### config.mk
export PLATFORM = sky130hd
export DESIGN_NAME = ptei_task_event_if
export DESIGN_NICKNAME = d
export VERILOG_FILES = /design/src/inc/ptei_pkg.sv /design/src/verilog/ptei_bit_bank.sv /design/src/verilog/ptei_task_event_if.sv
export VERILOG_INCLUDE_DIRS = /design/src /design/src/inc
export SDC_FILE = /design/constraint.sdc
export NUM_CORES = 1
export LEC_CHECK = 0
export ABC_AREA = 1
export BUFFER_PORTS_ARGS = -buffer_cell sky130_fd_sc_hd__buf_4
export CAP_MARGIN = 0
export CORE_MARGIN = 5
export CORE_UTILIZATION = 32
export DETAILED_ROUTE_END_ITERATION = 8
export GPL_ROUTABILITY_DRIVEN = 0
export GPL_TIMING_DRIVEN = 0
export MAX_ROUTING_LAYER = met4
export PLACE_DENSITY = 0.62
export SLEW_MARGIN = 30
export SYNTH_ARGS = -nofsm -noshare
export SYNTH_HDL_FRONTEND = slang
export SYNTH_SLANG_ARGS = --single-unit
export TNS_END_PERCENT = 30
### constraint.sdc
create_clock -name ref_clk -period 12.2 [get_ports ref_clk]
set_clock_uncertainty 0.1 [all_clocks]
set_input_delay 1.22 -clock ref_clk [delete_from_list [all_inputs] [get_ports ref_clk]]
set_output_delay 1.22 -clock ref_clk [all_outputs]
set_load 0.02 [all_outputs]
### src/inc/ptei_consts.svh
// Register offsets, field positions and reset values of the task and event interface.
// Assumes inclusion by bare name from the package and the top module.
`ifndef PTEI_CONSTS_SVH
`define PTEI_CONSTS_SVH

`define PTEI_BLOCK_BYTES     32'h0000_1000
`define PTEI_PERIPH_BASE     32'h4000_0000
`define PTEI_ID_LSB          12
`define PTEI_ID_BITS         5
`define PTEI_OFS_BITS        12
`define PTEI_TASK_BASE       12'h000
`define PTEI_EVENT_BASE      12'h100
`define PTEI_SHORT_OFS       12'h200
`define PTEI_INTERRUPT_ENABLE_MASK_OFS       12'h300
`define PTEI_INTERRUPT_ENABLE_SET_ALIAS_OFS    12'h304
`define PTEI_INTERRUPT_ENABLE_CLEAR_ALIAS_OFS    12'h308
`define PTEI_ENABLE_OFS      12'h500
`define PTEI_IDREG_OFS       12'h504
`define PTEI_RESET_WORD      32'h0000_0000
`define PTEI_RESP_OKAY       2'h0
`define PTEI_RESP_SLVERR     2'h2

`endif

### src/inc/ptei_pkg.sv
// Types shared by the task and event interface and its event-record memory.
// Assumes the constants header sits on the include path.
`include "ptei_consts.svh"

package ptei_pkg;

   typedef struct packed {
      logic [31:0] awaddr;
      logic        awvalid;
      logic [31:0] wdata;
      logic [3:0]  wstrb;
      logic        wvalid;
      logic        bready;
      logic [31:0] araddr;
      logic        arvalid;
      logic        rready;
   } ptei_axi_req_t;

   typedef struct packed {
      logic        awready;
      logic        wready;
      logic [1:0]  bresp;
      logic        bvalid;
      logic        arready;
      logic [31:0] rdata;
      logic [1:0]  rresp;
      logic        rvalid;
   } ptei_axi_rsp_t;

   typedef enum logic [2:0] {
      PTEI_IDLE  = 3'b001,
      PTEI_WRESP = 3'b010,
      PTEI_RDATA = 3'b100
   } ptei_phase_t;

endpackage : ptei_pkg

### src/verilog/ptei_bit_bank.sv
// Register bank of single-bit flags, one per word, with per-bit write and set.
// Assumes one clock; set pulses and writes arrive in that clock's domain.
`timescale 1ns/1ps
`default_nettype none

module ptei_bit_bank
   import ptei_pkg::*;
#(
   parameter int N = 8
) (
   input  wire logic         ref_clk,
   input  wire logic         rst,
   input  wire logic [N-1:0] setPulse,
   input  wire logic         wrEn,
   input  wire logic [$clog2(N)-1:0] wrIdx,
   input  wire logic         wrBit,
   input  wire logic [$clog2(N)-1:0] rdIdx,
   output logic [N-1:0]      flags,
   output logic              rdBit
);

   initial begin
      if (N < 2 || N > 32) begin
         $error("ptei_bit_bank: N must be 2..32");
      end
   end

   typedef struct packed {
      logic [N-1:0] flags;
      logic         rdBit;
   } ptei_bank_t;

   ptei_bank_t st;
   ptei_bank_t next_st;

   // Write first, then a same-cycle set overrides the clear
   always_comb begin
      next_st = st;
      if (wrEn) begin
         next_st.flags[wrIdx] = wrBit;
      end
      next_st.flags = next_st.flags | setPulse;
      next_st.rdBit = st.flags[rdIdx];
   end

   // State register
   always_ff @(posedge ref_clk or posedge rst) begin
      if (rst) begin
         st <= '0;
      end else begin
         st <= next_st;
      end
   end

   assign flags = st.flags;
   assign rdBit = st.rdBit;

endmodule // ptei_bit_bank

`default_nettype wire

### src/verilog/ptei_task_event_if.sv
// Generic peripheral task/event/shortcut/interrupt interface on AXI4-Lite.
// Assumes one clock; task and event lines are pulses from logic on ref_clk.
//
// The register addresses and register access over AXI4-Lite were decided locally.
`timescale 1ns/1ps
`default_nettype none
`include "ptei_consts.svh"

module ptei_task_event_if
   import ptei_pkg::*;
#(
   parameter int          N_TASKS  = 4,
   parameter int          N_EVENTS = 4,
   parameter int          N_SHORTS = 4,
   parameter logic [31:0] BASE_ADDR = 32'h4000_0000,
   // Fixed shortcut wiring: event index in low byte, task index in next byte
   parameter logic [31:0] SHORT_MAP [N_SHORTS] = '{32'h0000_0000, 32'h0000_0101,
                                                    32'h0000_0202, 32'h0000_0303}
) (
   input  wire logic                ref_clk,
   input  wire logic                rst,
   input  wire ptei_axi_req_t       axiReq,
   output ptei_axi_rsp_t            axiRsp,
   input  wire logic [N_TASKS-1:0]  taskIn,
   input  wire logic [N_EVENTS-1:0] eventIn,
   output logic [N_TASKS-1:0]       taskOut,
   output logic [N_EVENTS-1:0]      eventOut,
   output logic                     enabled,
   output logic [4:0]               periphId,
   output logic [31:0]              irqLines
);

   localparam int TW = $clog2(N_TASKS);
   localparam int EW = $clog2(N_EVENTS);

   // Elaboration checks
   initial begin
      if (N_SHORTS < 1 || N_SHORTS > 32) begin
         $error("ptei_task_event_if: N_SHORTS must be 1..32");
      end
      if (N_TASKS < 2 || N_TASKS > 64 || N_EVENTS < 2 || N_EVENTS > 32) begin
         $error("ptei_task_event_if: bad task or event count");
      end
      if (BASE_ADDR[`PTEI_ID_LSB-1:0] != '0) begin
         $error("ptei_task_event_if: base not block aligned");
      end
   end

   // Block offset of a byte address
   function automatic logic [11:0] blockOfs(input logic [31:0] a);
      return a[`PTEI_OFS_BITS-1:0];
   endfunction

   // Address falls inside this peripheral's block
   function automatic logic inBlock(input logic [31:0] a);
      return a[31:`PTEI_ID_LSB] == BASE_ADDR[31:`PTEI_ID_LSB];
   endfunction

   typedef struct packed {
      ptei_phase_t       wPh;
      ptei_phase_t       rPh;
      logic              awHeld;
      logic              wHeld;
      logic [31:0]       awAddr;
      logic [31:0]       wData;
      logic [1:0]        bResp;
      logic [31:0]       rData;
      logic [1:0]        rResp;
      logic              rdEvt;
      logic              enable;
      logic [31:0]       interrupt_enable_mask;
      logic [31:0]       shortEn;
      logic [N_TASKS-1:0]  taskPulse;
      logic [N_EVENTS-1:0] evtPulse;
      logic              irq;
   } ptei_state_t;

   ptei_state_t st;
   ptei_state_t next_st;

   logic [N_EVENTS-1:0] evtFlags;
   logic                evtRdBit;
   logic                bankWr;
   logic [EW-1:0]       bankWrIdx;
   logic [EW-1:0]       bankRdIdx;
   logic [N_EVENTS-1:0] evtGated;
   logic [N_TASKS-1:0]  shortTasks;
   logic [11:0]         wOfs;
   logic [11:0]         rOfs;
   logic                doWrite;
   logic [N_EVENTS-1:0] ienMask;

   assign periphId = BASE_ADDR[`PTEI_ID_LSB +: `PTEI_ID_BITS];

   assign evtGated = st.enable ? eventIn : '0;

   always_comb begin
      shortTasks = '0;
      for (int s = 0; s < N_SHORTS; s++) begin
         if (st.shortEn[s] && evtGated[SHORT_MAP[s][EW-1:0]]) begin
            shortTasks[SHORT_MAP[s][8 +: TW]] = 1'b1;
         end
      end
   end

   assign wOfs      = blockOfs(st.awHeld ? st.awAddr : axiReq.awaddr);
   assign rOfs      = blockOfs(axiReq.araddr);
   assign doWrite   = st.wPh == PTEI_IDLE
                      && (st.awHeld || axiReq.awvalid) && (st.wHeld || axiReq.wvalid);
   assign bankWrIdx = wOfs[2 +: EW];
   assign bankRdIdx = rOfs[2 +: EW];
   // event write of zero or one stores the bit
   assign bankWr    = doWrite && inBlock(st.awHeld ? st.awAddr : axiReq.awaddr)
                      && wOfs >= `PTEI_EVENT_BASE && wOfs < `PTEI_EVENT_BASE + 12'(4*N_EVENTS);
   assign ienMask   = st.interrupt_enable_mask[N_EVENTS-1:0];

   ptei_bit_bank #(
      .N (N_EVENTS)
   ) u_evt_bank (
      .ref_clk  (ref_clk),
      .rst      (rst),
      .setPulse (evtGated),
      .wrEn     (bankWr),
      .wrIdx    (bankWrIdx),
      .wrBit    ((st.wHeld ? st.wData[0] : axiReq.wdata[0])),
      .rdIdx    (bankRdIdx),
      .flags    (evtFlags),
      .rdBit    (evtRdBit)
   );

   // Bus slave, register effects and pulse generation
   always_comb begin
      logic [31:0] wd;
      logic [31:0] wa;
      logic        hit;
      logic [N_TASKS-1:0] swTask;
      wd     = st.wHeld ? st.wData : axiReq.wdata;
      wa     = st.awHeld ? st.awAddr : axiReq.awaddr;
      hit    = inBlock(wa);
      swTask = '0;
      next_st = st;
      next_st.taskPulse = '0;
      // event pulses pass regardless of record
      next_st.evtPulse  = evtGated;
      // Capture address and data in either order
      if (st.wPh == PTEI_IDLE && axiReq.awvalid && !st.awHeld) begin
         next_st.awHeld = 1'b1;
         next_st.awAddr = axiReq.awaddr;
      end
      if (st.wPh == PTEI_IDLE && axiReq.wvalid && !st.wHeld) begin
         next_st.wHeld = 1'b1;
         next_st.wData = axiReq.wdata;
      end
      if (doWrite) begin
         next_st.awHeld = 1'b0;
         next_st.wHeld  = 1'b0;
         next_st.wPh    = PTEI_WRESP;
         next_st.bResp  = `PTEI_RESP_OKAY;
         if (!hit) begin
            next_st.bResp = `PTEI_RESP_SLVERR;
         end else if (wOfs < `PTEI_TASK_BASE + 12'(4*N_TASKS)) begin
            swTask[wOfs[2 +: TW]] = wd[0];
         end else if (wOfs == `PTEI_SHORT_OFS) begin
            next_st.shortEn = wd & ((N_SHORTS == 32) ? 32'hFFFF_FFFF
                              : ((32'h0000_0001 << N_SHORTS) - 32'h0000_0001));
         end else if (wOfs == `PTEI_INTERRUPT_ENABLE_MASK_OFS) begin
            // main word, then set, then clear
            next_st.interrupt_enable_mask = wd & 32'((64'h1 << N_EVENTS) - 64'h1);
         end else if (wOfs == `PTEI_INTERRUPT_ENABLE_SET_ALIAS_OFS) begin
            next_st.interrupt_enable_mask = st.interrupt_enable_mask | (wd & 32'((64'h1 << N_EVENTS) - 64'h1));
         end else if (wOfs == `PTEI_INTERRUPT_ENABLE_CLEAR_ALIAS_OFS) begin
            next_st.interrupt_enable_mask = st.interrupt_enable_mask & ~wd;
         end else if (wOfs == `PTEI_ENABLE_OFS) begin
            next_st.enable = wd[0];
         end
      end
      if (st.wPh == PTEI_WRESP && axiReq.bready) begin
         next_st.wPh = PTEI_IDLE;
      end
      if (st.enable) begin
         next_st.taskPulse = swTask | taskIn | shortTasks;
      end
      // Read channel
      next_st.rdEvt = 1'b0;
      if (st.rPh == PTEI_IDLE && axiReq.arvalid) begin
         next_st.rPh   = PTEI_RDATA;
         next_st.rData = `PTEI_RESET_WORD;
         next_st.rResp = `PTEI_RESP_OKAY;
         if (!inBlock(axiReq.araddr)) begin
            next_st.rResp = `PTEI_RESP_SLVERR;
         end else if (rOfs >= `PTEI_EVENT_BASE
                      && rOfs < `PTEI_EVENT_BASE + 12'(4*N_EVENTS)) begin
            next_st.rdEvt = 1'b1;
         end else if (rOfs == `PTEI_SHORT_OFS) begin
            next_st.rData = st.shortEn;
         end else if (rOfs == `PTEI_INTERRUPT_ENABLE_MASK_OFS || rOfs == `PTEI_INTERRUPT_ENABLE_SET_ALIAS_OFS
                      || rOfs == `PTEI_INTERRUPT_ENABLE_CLEAR_ALIAS_OFS) begin
            next_st.rData = st.interrupt_enable_mask;
         end else if (rOfs == `PTEI_ENABLE_OFS) begin
            next_st.rData = {31'h0, st.enable};
         end else if (rOfs == `PTEI_IDREG_OFS) begin
            next_st.rData = {27'h0, periphId};
         end
      end
      // Event bit arrives one cycle after the address
      if (st.rdEvt) begin
         next_st.rData = {31'h0, evtRdBit};
      end
      if (st.rPh == PTEI_RDATA && !st.rdEvt && axiReq.rready) begin
         next_st.rPh = PTEI_IDLE;
      end
      // any enabled event set asserts interrupt
      next_st.irq = |(evtFlags & ienMask);
   end

   // State register
   always_ff @(posedge ref_clk or posedge rst) begin
      if (rst) begin
         // zero reset of events and enables
         st       <= '0;
         st.wPh   <= PTEI_IDLE;
         st.rPh   <= PTEI_IDLE;
      end else begin
         st <= next_st;
      end
   end

   // Handshake outputs
   always_comb begin
      axiRsp         = '0;
      axiRsp.awready = st.wPh == PTEI_IDLE && !st.awHeld;
      axiRsp.wready  = st.wPh == PTEI_IDLE && !st.wHeld;
      axiRsp.bvalid  = st.wPh == PTEI_WRESP;
      axiRsp.bresp   = st.bResp;
      axiRsp.arready = st.rPh == PTEI_IDLE;
      axiRsp.rvalid  = st.rPh == PTEI_RDATA && !st.rdEvt;
      axiRsp.rdata   = st.rData;
      axiRsp.rresp   = st.rResp;
   end

   assign taskOut  = st.taskPulse;
   assign eventOut = st.evtPulse;
   assign enabled  = st.enable;

   always_comb begin
      irqLines = '0;
      irqLines[periphId] = st.irq;
   end

endmodule // ptei_task_event_if

`default_nettype wire
Yosys cells after proc, flatten, opt, wreduce, memory -nomap -nowiden
Index checks and enable logic that the tools add are counted.
{"block": "totals", "register_bits": 160, "in_bits": 115, "out_inout_bits": 87, "elab_cells": 132}
{"block": "classes", "n_lt_le_gt_ge": 8, "eq_ne": 16, "n_mux": 39, "bitwise_logic": 13, "n_reduce_logical": 38}
{"cell": "$mux W32", "count": 10}
{"cell": "$eq A12 B10 Y1 const B", "count": 8}
{"cell": "$eq A20 B19 Y1 const B", "count": 2}
{"cell": "$mux W35", "count": 1}
{"cell": "$and A32 B32 Y32", "count": 1}
{"cell": "$not A32 Y32", "count": 1}
{"cell": "$or A32 B4 Y32", "count": 1}
{"cell": "$eq A12 B11 Y1 const B", "count": 2}
{"cell": "$ge A12 B9 Y1 const B", "count": 2}
{"cell": "$lt A12 B9 Y1 const B", "count": 2}
{"cell": "$mux W4", "count": 6}
{"cell": "$logic_and A1 B1 Y1", "count": 21}
{"cell": "$lt A12 B5 Y1 const B", "count": 1}
{"cell": "$mux W1", "count": 12}
{"cell": "$mux W3", "count": 4}
{"cell": "$or A4 B4 Y4", "count": 3}
{"cell": "$reduce_bool A2 Y1", "count": 5}
{"cell": "$and A4 B4 Y4", "count": 2}
{"cell": "$reduce_and A8 Y1", "count": 1}
{"cell": "$eq A3 B1 Y1 const B", "count": 2}
{"cell": "$lt A2 B3 Y1 const B", "count": 2}
{"cell": "$mux W2", "count": 3}
{"cell": "$not A1 Y1", "count": 5}
{"cell": "$reduce_and A5 Y1", "count": 1}
{"cell": "other kinds (11)", "count": 16}

Logic depth before layout (Yosys ltp)
Gate-level depths: netlist of the first run.
{"block": "depth", "depth_word": 12, "ltp_mapped": 13, "ltp_nobuf": 11}

Modules after synthesis
A second synthesis of the first run with hierarchy kept.
{"block": "hier_totals", "hier_cells": 1109, "area_unflattened_um2": 8498.2}
{"module": "ptei_task_event_if", "instances": 1, "cells_per_inst": 1074, "area_each_um2": 8217.9, "seq_area_each_um2": 3781.1}
{"module": "ptei_bit_bank", "instances": 1, "cells_per_inst": 35, "area_each_um2": 280.3, "seq_area_each_um2": 125.1}

Least setup slack after synthesis of the first run
No wires, ideal clock.
{"block": "synth_timing", "path_type": "input to register", "startpoint": "input port axiReq[12] in the netlist's numbering", "endpoint": "register st (netlist bit axiRsp[10])", "setup_time_ns": 0.083, "arrival_time_ns": 2.304, "required_time_ns": 12.017, "path_slack_ns": 9.714, "stages": 6, "n_path_buf": 1, "path_cell_list": "nor2_1 > o21ai_0 > nor3_1 > nand2_1 > clkbuf_1 > o21ai_0"}
{"block": "synth_via", "elab_chain_cells": 9, "elab_cells_between_ends": 15, "classes_between": "2 x order compare; 4 x eq/ne; 6 x mux; 3 x reduce/logical"}
{"element": "start, declared", "line": "ptei_task_event_if.sv:22", "text": "input wire ptei_axi_req_t axiReq,"}
{"element": "branches (longest 5 deep; another with $ge A12 B9 Y1)"}
{"element": "$mux W32 *", "line": "ptei_task_event_if.sv:191", "text": "end else if (rOfs >= `PTEI_EVENT_BASE"}
{"element": "$mux W32 *", "line": "ptei_task_event_if.sv:189", "text": "if (!inBlock(axiReq.araddr)) begin"}
{"element": "$mux W35 *", "line": "ptei_task_event_if.sv:185", "text": "if (st.rPh == PTEI_IDLE && axiReq.arvalid) begin"}
{"element": "$mux W32 *", "line": "ptei_task_event_if.sv:206", "text": "if (st.rdEvt) begin"}
{"element": "end signal, assigned", "line": "ptei_task_event_if.sv:224", "text": "st <= next_st;"}
{"element": "end, declared", "line": "ptei_task_event_if.sv:78", "text": "ptei_state_t st;"}
Every way passes the cells marked *. The select of a mux whose other input is x is not followed.
A chain may end at the register's enable or synchronous reset.

==> impl_metrics.tcl, run 1 <==
set metrics [dict create \
    drt-vias-per-instance 4.470 \
    die_area_sq_um 29830 \
    cts_inserted_buffers 17 \
    cts_resized 0 \
    hp-class "register to register" \
    postSynthCellCount 1113 \
    route.antenna.remaining_nets 0 \
    syn_area_per_cell_sq_um 7.613 \
    routed-via-count 7497 \
    post-route-worst-setup-slack_ns 9.287 \
    final_layout_size_suffix_gt1_share_pct 24.44 \
    final.setup.tns_ns 0 \
    core.rowCount 59 \
    synthAdderAreaFrac_pct 0 \
    worst_hold_slack_ns 0.3730 \
    synth_compound_gate_area_share_pct 9.347 \
    drtPass1Iterations 5 \
    route.layer.met1.wl_mm 10.41 \
    maximum_ir_drop_on_the_vdd_rail_mv 0.07447 \
    setup_viol 0 \
    buffer_ports.inserted 159 \
    postCtsSetupBuffers 0 \
    power.total_mw 1.231 \
    grt_first_pass_wirelength_mm 38.73 \
    muxShareOfSynthArea_pct 0 \
    die_y_microns 172.7 \
    grt_max_degree 82 \
    worst_ep_arrival_time_ns 1.59 \
    drt_iter0_drc 515 \
    yosys_register_bits 156 \
    syn_area_sq_um 8473 \
    die_x_microns 172.7 \
    htree_levels 4 \
    floorplan.io_pins 202 \
    grt_setup_unrepaired "false" \
    layout_common_cells "sky130_fd_sc_hd__nand2_1 (321), sky130_fd_sc_hd__buf_4 (244), sky130_fd_sc_hd__dfrtp_1 (154)" \
    final_core_util_pct 41.88 \
    first_global_vias 7569 \
    max_freq_ghz 0.3433 \
    power_leakage_nw 5.863 \
    synth.yosys.warnings 0 \
    ff_latch_area_sq_um 3906 \
    clock_path_buffers 2 \
    crit_path_max_incr_delay_ns 0.53 \
    slew_viol_final 0 \
    detailed_place_hpwl_mm 17.37 \
    power_per_cell_area_nw_per_um2 112.8 \
    critical-path-slowest-cell "sky130_fd_sc_hd__dfstp_2" \
    fillCellCount 2677 \
    tightest_slew_ns 0.6105 \
    worstSetupPathType "register to primary output" \
    placed_cell_area_sq_um 10260 \
    maxUsedRoutingLayer "met4" \
    worst_skew_pair.late_latency_ns 0.43 \
    maxCapViolCount 0 \
    period_needed_ns 2.913 \
    core-area_sq_um 26060 \
    post_synth_xor_area_fraction_pct 0 \
    timing.critical_path.required_ns 10.88 \
    preCtsSetupSlack_ns 8.909 \
    synth-seq-area-share_pct 46.10 \
    grt_util_all_layers_pct 16.12 \
    cts_tree "done" \
    yosys.area_share.simple_pct 28.77 \
    hold_viol_final 0 \
    areaGrowthSynthToFinish_pct 28.80 \
    num_antenna_cells 0 \
    global_route.overflow_total 0 \
    post-route-period-util_pct 23.88 \
    route.final.wire_length_mm 23.21 \
    met3_wirelength_mm 1.093 \
    crit_path_max_fanout 2 \
    total_area_of_multi_input_combinational_cells_sq_um 3372 \
    grt_antenna_before_repair 0 \
    layoutNonFillerInstCount 1677 \
    cts_root_buf "sky130_fd_sc_hd__clkbuf_16" \
    synth_top_family_by_area "simple AND/OR/NAND/NOR gates" \
    drt_drc_violations_left 0 \
    finalNetCount 1444 \
    clk_pin_slew_worst_paths_ns 0.06 \
    cts_sinks 156 \
    worst_setup_path_end_kind "primary output" \
    place.detailed.instances 1645 \
    most_common_cell_after_layout_fill_and_taps_aside "sky130_fd_sc_hd__nand2_1" \
    floorplan.initialDensity_pct 32.52 \
    met2WireLength_mm 11.27 \
    final_area_sq_um 10910 \
    path_cells "inv_1 -> nor2_1 -> inv_1 -> nor2_1 -> buf_4" \
    outcome "finished clean" \
    holdBufCountCts 0 \
    synthDistinctLibCells 36 \
    avgRoutedWirePerCell_microns 13.84 \
    startpoint_type "register" \
    relSlewSlack_pct 58.87 \
]
==> state kept, by name (all words and copies together) (netlist names), named ones only <==
register / count
axiRsp: 34
enabled: 1
eventOut: 4
irqLines: 1
st: 103
taskOut: 4
u_evt_bank.flags: 4
u_evt_bank.rdBit: 1
==> final timing paths <==
| check | start | to | slack [ns] | cells after the start |
|---|---|---|---|---|
| max reg2reg | st[175] | register | 9.90 | 9 |
| min | st[111] | st[111] | 0.37 | 2 |
| min in group asynchronous | rst | axiRsp[22] | 0.77 | 2 |
| max in group asynchronous | rst | st[180] | 10.41 | 3 |
| min reg2reg | st[111] | st[111] | 0.37 | 2 |
| max | st[180] | axiRsp[40] | 9.29 | 5 |
==> critical path: cells and delay by family, from the launching register on <==
family,cells,cell delay (ns)
buffers and inverters,3,0.30
AND/OR/NAND/NOR,2,0.34
flip-flops,1,0.53
==> layout make-up <==
type                            count  share of cell area [%]
Sequential cell                   156                   35.79
Multi-Input combinational cell    746                   30.90
Timing Repair Buffer              160                   11.19
Buffer                            120                   7.819
Inverter                          128                   4.471
Clock buffer                       17                   3.898
Tap cell                          335                   3.841
Clock inverter                     15                   2.087
==> Yosys cell counts (all sizes together) <==
master	number	area, sq um
nand2	328	1249
dfrtp	154	3854
nor2	147	613.1
inv	128	480.5
buf	97	767.0
o21ai	96	480.5
nand3	68	400.4
a211oi	28	210.2
clkbuf	23	86.33
nand4	12	81.33
or2	7	43.79
nor3	6	30.03
a21o	4	30.03
a21oi	3	18.77
dfstp	2	52.55
o211ai	2	15.01
a21boi	1	7.510
a22o	1	8.760
and3	1	6.260
conb	1	3.750
nand3b	1	7.510
nor4	1	6.260
o2111ai	1	15.01
o22ai	1	6.260
==> cell families after synthesis <==
kind of cell / after synthesis
AOI/OAI and AO/OA: 137
other: 1
and+or+nand+nor: 571
DFF: 156
buffers and inverters: 248
==> power breakdown <==
group	leakage (nW)	internal, mW	switching, mW	total [mW]
Combinational	3.41	0.0485	0.0690	0.117
Clock	0.316	0.351	0.238	0.589
Sequential	2.14	0.522	0.00224	0.524
==> metal layers <==
layer,up-vias,global-route usage [%]
met2,182,26.05
met3,26,3.428
li1,3803,-
met1,3486,20.41
met5,-,-
met4,0,4.946
Note: power is estimated with default switching activity, not from simulation.
==> run 2, diff against run 1 <==
- clock period: 12.2 -> 3 ns (I/O delays scaled with it)
==> impl_metrics.tcl, run 2 (same netlist as run 1, synthesis figures left out) <==
set metrics [dict create \
    flip_flop_count_of_the_largest_register_all_copies_and_words_added 103 \
    core-area_sq_um 26060 \
    worstSetupPathType "register to register" \
    worstPathBufferInverterCount 1 \
    cpLargestDelayFamily "simple AND/OR/NAND/NOR gates" \
    worstRegToRegCells 9 \
    die_x_microns 172.7 \
    worst_ep_arrival_time_ns 2.50 \
    clk_pin_slew_worst_paths_ns 0.07 \
    final_layout_size_suffix_gt1_share_pct 24.25 \
    period_needed_ns 2.285 \
    hp-class "input pin to register" \
    slew_viol_final 0 \
    outcome "finished clean" \
    drt_iter0_drc 419 \
    route.final.wire_length_mm 23.29 \
    num_antenna_cells 0 \
    buffer_ports.inserted 159 \
    path_cells "clkbuf_1 -> or2_2 -> nand3_4 -> a21oi_2 -> nand3_2 -> nor2_1 -> nand2_1 -> nand2_1 -> nand3_1" \
    detailed_place_hpwl_mm 17.51 \
    areaGrowthSynthToFinish_pct 32.40 \
    drt-vias-per-instance 4.447 \
    cp_num_cells 9 \
    reg2reg_slack_ns 0.72 \
    drtPass1Iterations 5 \
    largest-register "st" \
    clock_path_buffers 2 \
    die_area_sq_um 29830 \
    avgRoutedWirePerCell_microns 13.63 \
    power_leakage_nw 5.985 \
    crit_end "u_evt_bank.flags[0]" \
    grt_util_all_layers_pct 16.12 \
    maximum_ir_drop_on_the_vdd_rail_mv 0.2961 \
    htree_levels 4 \
    place.detailed.instances 1650 \
    grt_antenna_before_repair 0 \
    final_area_sq_um 11220 \
    floorplan.io_pins 202 \
    start_point_of_the_critical_path "st[175]" \
    cts_tree "done" \
    placed_cell_area_sq_um 10360 \
    startpoint_type "register" \
    finalNetCount 1475 \
    floorplan.initialDensity_pct 32.52 \
    worst_setup_path_end_kind "register" \
    grt_first_pass_wirelength_mm 38.76 \
    max_freq_ghz 0.4377 \
    layoutNonFillerInstCount 1708 \
    global_route.overflow_total 0 \
    crit_path_max_incr_delay_ns 0.40 \
    power_per_cell_area_nw_per_um2 430.5 \
    drt_drc_violations_left 0 \
    tightest_slew_ns 0.6054 \
    cts_sinks 156 \
    core.rowCount 59 \
    layout_common_cells "sky130_fd_sc_hd__nand2_1 (321), sky130_fd_sc_hd__buf_4 (244), sky130_fd_sc_hd__dfrtp_1 (154)" \
    path_common_cell "sky130_fd_sc_hd__nand2_1" \
    worst_hold_slack_ns 0.01691 \
    setup_viol 0 \
    worst_reg2reg_path_startpoint "st[175]" \
    post-route-period-util_pct 76.16 \
    timing.critical_path.required_ns 3.22 \
    relSlewSlack_pct 59.64 \
    cts_root_buf "sky130_fd_sc_hd__clkbuf_16" \
    critical-path-slowest-cell "sky130_fd_sc_hd__clkbuf_1" \
    most_common_cell_after_layout_fill_and_taps_aside "sky130_fd_sc_hd__nand2_1" \
    cts_inserted_buffers 17 \
    routed-via-count 7595 \
    grt_max_degree 31 \
    die_y_microns 172.7 \
    route.antenna.remaining_nets 0 \
    maxCapViolCount 0 \
    crit_path_max_fanout 10 \
    worst_skew_pair.late_latency_ns 0.44 \
    grt_setup_unrepaired "false" \
    first_global_vias 7631 \
    rr_endpoint "u_evt_bank.flags[0]" \
    hold_viol_final 0 \
    final.setup.tns_ns 0 \
]
[run 2: changes by cell type in the layout (fill, tap and decap cells not counted)]
| cell | delta |
|---|---|
| sky130_fd_sc_hd__dlygate4sd3_1 | +26 |
| sky130_fd_sc_hd__buf_12 | +4 |
| sky130_fd_sc_hd__bufinv_16 | -4 |
| sky130_fd_sc_hd__inv_6 | -3 |
| sky130_fd_sc_hd__clkinv_8 | +2 |
| sky130_fd_sc_hd__clkinvlp_4 | +2 |
| sky130_fd_sc_hd__inv_8 | +2 |
| sky130_fd_sc_hd__buf_16 | +1 |
| sky130_fd_sc_hd__clkbuf_8 | +1 |
[run 2: power by group]
| part | switching (mW) | leakage [nW] | internal, mW |
|---|---|---|---|
| clock network | 1.04 | 0.285 | 1.14 |
| registers | 0.00930 | 2.14 | 2.12 |
| logic | 0.291 | 3.56 | 0.233 |
[run 2: metal layers]
layer | global-route usage, % | share of wire, % | vias up
li1 | - | - | 3865
met1 | 20.35 | 46 | 3532
met2 | 26.36 | 48 | 175
met3 | 3.013 | 4.6 | 23
met4 | 5.044 | 1.7 | 0
met5 | - | 0 | -
[run 2: worst min-delay path by stage]
stage               start             endpoint  slack, ns  depth (start not counted)
6_report       axiReq[91]              st[161]       0.02                          3
4_1_cts        axiReq[91]              st[161]      0.007                          3
3_3_place_gp       st[63]               st[63]       0.35                          2
5_1_grt        eventIn[1]  u_evt_bank.flags[1]       0.04                          3
2_1_floorplan  axiReq[40]              st[111]       0.31                          2
3_5_place_dp          rst              st[179]       0.20                          2
[run 2: final cells by class]
type / count / area, sq um
repair buffers: 191 / 1589
clock buffers: 18 / 439.2
clock inverters: 14 / 155.1
inverters: 128 / 484.2
flip-flops and latches: 156 / 3906
plain buffers: 120 / 853.3
fillers: 2675 / 14840
well taps: 335 / 419.2
multi-input cells: 746 / 3372
[run 2: what timing repair did]
action / 4_1_cts / 5_1_grt
endpoints found under the hold margin: 38 / 0
endpoints found under the setup margin: 0 / 0
setup buffers: 0 / 0
hold buffers: 26 / 0
resized for setup: 0 / 0
[run 2: worst reg2reg max path, delay by kind of cell, from the launching register on]
family | cells | cell delay, ns
AOI/OAI and AO/OA | 1 | 0.21
buffers and inverters | 1 | 0.40
DFF | 1 | 0.33
and+or+nand+nor | 7 | 1.11
[run 2: through the flow]
stage                     setup WS [ns]  power [mW]  utilization, %
after floorplan                  0.6287       2.442               -
after global placement          -0.4506       2.646           39.25
after detailed placement         0.6951       2.671           39.77
after CTS                        0.6599       4.881           43.05
after global routing             0.5046       5.008           43.05
final                            0.7152       4.830           43.05
==> run 3, diff against run 2 <==
- PLACE_DENSITY: 0.62 -> 0.64
- clock period: 3 -> 1.85 ns (I/O delays scaled with it)
==> impl_metrics.tcl, run 3 (same netlist as run 1, synthesis figures left out) <==
set metrics [dict create \
    power_per_cell_area_nw_per_um2 664.2 \
    worstSetupPathType "register to register" \
    worst_reg2reg_path_startpoint "st[176]" \
    first_global_vias 7825 \
    critical-path-slowest-cell "sky130_fd_sc_hd__dfrtp_2" \
    crit_path_max_incr_delay_ns 0.45 \
    route.antenna.remaining_nets 0 \
    relSlewSlack_pct 60.00 \
    die_y_microns 172.7 \
    worst_ep_arrival_time_ns 2.20 \
    outcome "complete, but fails checks" \
    areaGrowthSynthToFinish_pct 44.11 \
    cts_root_buf "sky130_fd_sc_hd__clkbuf_16" \
    floorplan.io_pins 202 \
    grt_util_all_layers_pct 16.63 \
    floorplan.initialDensity_pct 32.52 \
    clock_path_buffers 2 \
    cts_inserted_buffers 17 \
    finalNetCount 1551 \
    drt_iter0_drc 418 \
    power_leakage_nw 6.413 \
    htree_levels 4 \
    grt_first_pass_wirelength_mm 40.14 \
    worstHoldStart "axiReq[13]" \
    maxCapViolCount 0 \
    startpoint_type "register" \
    num_antenna_cells 0 \
    cts_sinks 156 \
    timing.critical_path.required_ns 2.06 \
    core.rowCount 59 \
    worstRegToRegCells 12 \
    grt_setup_unrepaired "true" \
    most_common_cell_after_layout_fill_and_taps_aside "sky130_fd_sc_hd__nand2_1" \
    max_freq_ghz 0.5023 \
    buffer_ports.inserted 159 \
    violations "setup timing" \
    die_area_sq_um 29830 \
    post-route-worst-setup-slack_ns -0.1408 \
    path_cells "buf_2 -> nor2_1 -> nand3_1 -> nand2_1 -> nand2_1 -> nor2_1 -> nand2_2 -> nor2_4 -> nand3_4 -> buf_6 -> nand2_1 -> nand2_1" \
    worst_setup_path_end_kind "register" \
    cts_tree "done" \
    core-area_sq_um 26060 \
    worstHoldPathCells 4 \
    worst_hold_slack_ns 0.02117 \
    slew_viol_final 0 \
    rr_endpoint "st[49]" \
    flip_flop_count_of_the_largest_register_all_copies_and_words_added 103 \
    detailed_place_hpwl_mm 17.42 \
    final_layout_size_suffix_gt1_share_pct 28.23 \
    period_needed_ns 1.991 \
    reg2reg_slack_ns -0.14 \
    place.detailed.instances 1650 \
    drt_drc_violations_left 0 \
    drtPass1Iterations 5 \
    hp-class "input pin to register" \
    layout_common_cells "sky130_fd_sc_hd__nand2_1 (307), sky130_fd_sc_hd__buf_4 (268), sky130_fd_sc_hd__dfrtp_1 (152)" \
    clk_pin_slew_worst_paths_ns 0.07 \
    grt_antenna_before_repair 0 \
    path_common_cell "sky130_fd_sc_hd__nand2_1" \
    post-route-period-util_pct 107.6 \
    hold_viol_final 0 \
    layoutNonFillerInstCount 1784 \
    min_delay_worst_endpoint "st[74]" \
    setup_viol 40 \
    drt-vias-per-instance 4.452 \
    global_route.overflow_total 0 \
    largest-register "st" \
    tightest_slew_ns 0.6000 \
    die_x_microns 172.7 \
    route.final.wire_length_mm 24.47 \
    routed-via-count 7943 \
    crit_path_max_fanout 10 \
    grt_max_degree 30 \
    worst_skew_pair.late_latency_ns 0.42 \
    maximum_ir_drop_on_the_vdd_rail_mv 0.5541 \
    avgRoutedWirePerCell_microns 13.72 \
]
-- run 3: changes by cell type in the layout (fill, tap and decap cells not counted), sizes merged --
cell         before  now
dlygate4sd3      26   76
buf             262  300
clkbuf           41   28
clkinv            5    2
inv             134  137
bufinv            0    2
clkinvlp          3    2
-- run 3: what timing repair did --
action	4_1_cts	5_1_grt
buffers inserted	15	10
cloned	2	0
pin swaps	10	15
hold endpoints to repair	143	0
endpoints found under the setup margin	144	143
hold buffers	76	0
resized for setup	58	49
-- run 3: through the flow --
stage / power, mW / TNS (ns) / utilization, % / worst slack, ns / instance area, sq um
3_5_place_dp: 4.323 / -33.84 / 39.74 / -0.4553 / 10360
4_1_cts: 8.168 / -4.764 / 46.25 / -0.1522 / 12050
3_3_place_gp: 4.285 / -262.10 / 39.25 / -1.506 / 10230
6_report: 8.110 / -4.613 / 46.86 / -0.1408 / 12210
5_1_grt: 8.426 / -8.511 / 46.86 / -0.2401 / 12210
2_1_floorplan: 3.960 / -67.97 / - / -0.4063 / 8616
-- run 3: worst max path at each step --
stage | from | cells after the start | endpoint | slack, ns
2_1_floorplan | rst | 1 | async pin | -0.41
3_3_place_gp | rst | 2 | st[160] | -1.51
3_5_place_dp | st[175] | 9 | u_evt_bank.flags[0] | -0.46
4_1_cts | st[176] | 12 | st[49] | -0.15
5_1_grt | st[176] | 12 | st[49] | -0.24
6_report | st[176] | 12 | st[49] | -0.14
-- run 3: critical path: cells and delay by family, from the launching register on --
kind,cells,cell delay (ns)
simple gates,10,0.96
buf+inv,2,0.36
flops,1,0.45
-- run 3: cell type report --
cell class / instances / area [sq um]
clock buffer: 17 / 425.4
buffer: 119 / 909.6
multi-input combinational: 746 / 3552
timing repair buffer: 268 / 2311
sequential: 156 / 3909
clock inverter: 15 / 195.2
fill: 2539 / 13850
inverter: 128 / 489.2
tap: 335 / 419.2
-- run 3: metal layers --
metal | share of wire [%] | global-route usage, % | vias to the layer above
met5 | 0 | - | -
met4 | 1.7 | 5.241 | 0
met3 | 4.5 | 3.035 | 34
met2 | 50 | 27.68 | 217
met1 | 44 | 20.64 | 3680
li1 | - | - | 4012
-- run 3: where the power goes --
group | internal (mW) | total (mW) | switching, mW | leakage, nW
registers | 3.44 | 3.46 | 0.0161 | 2.14
logic | 0.469 | 0.973 | 0.504 | 3.97
clock network | 2.07 | 3.68 | 1.60 | 0.303
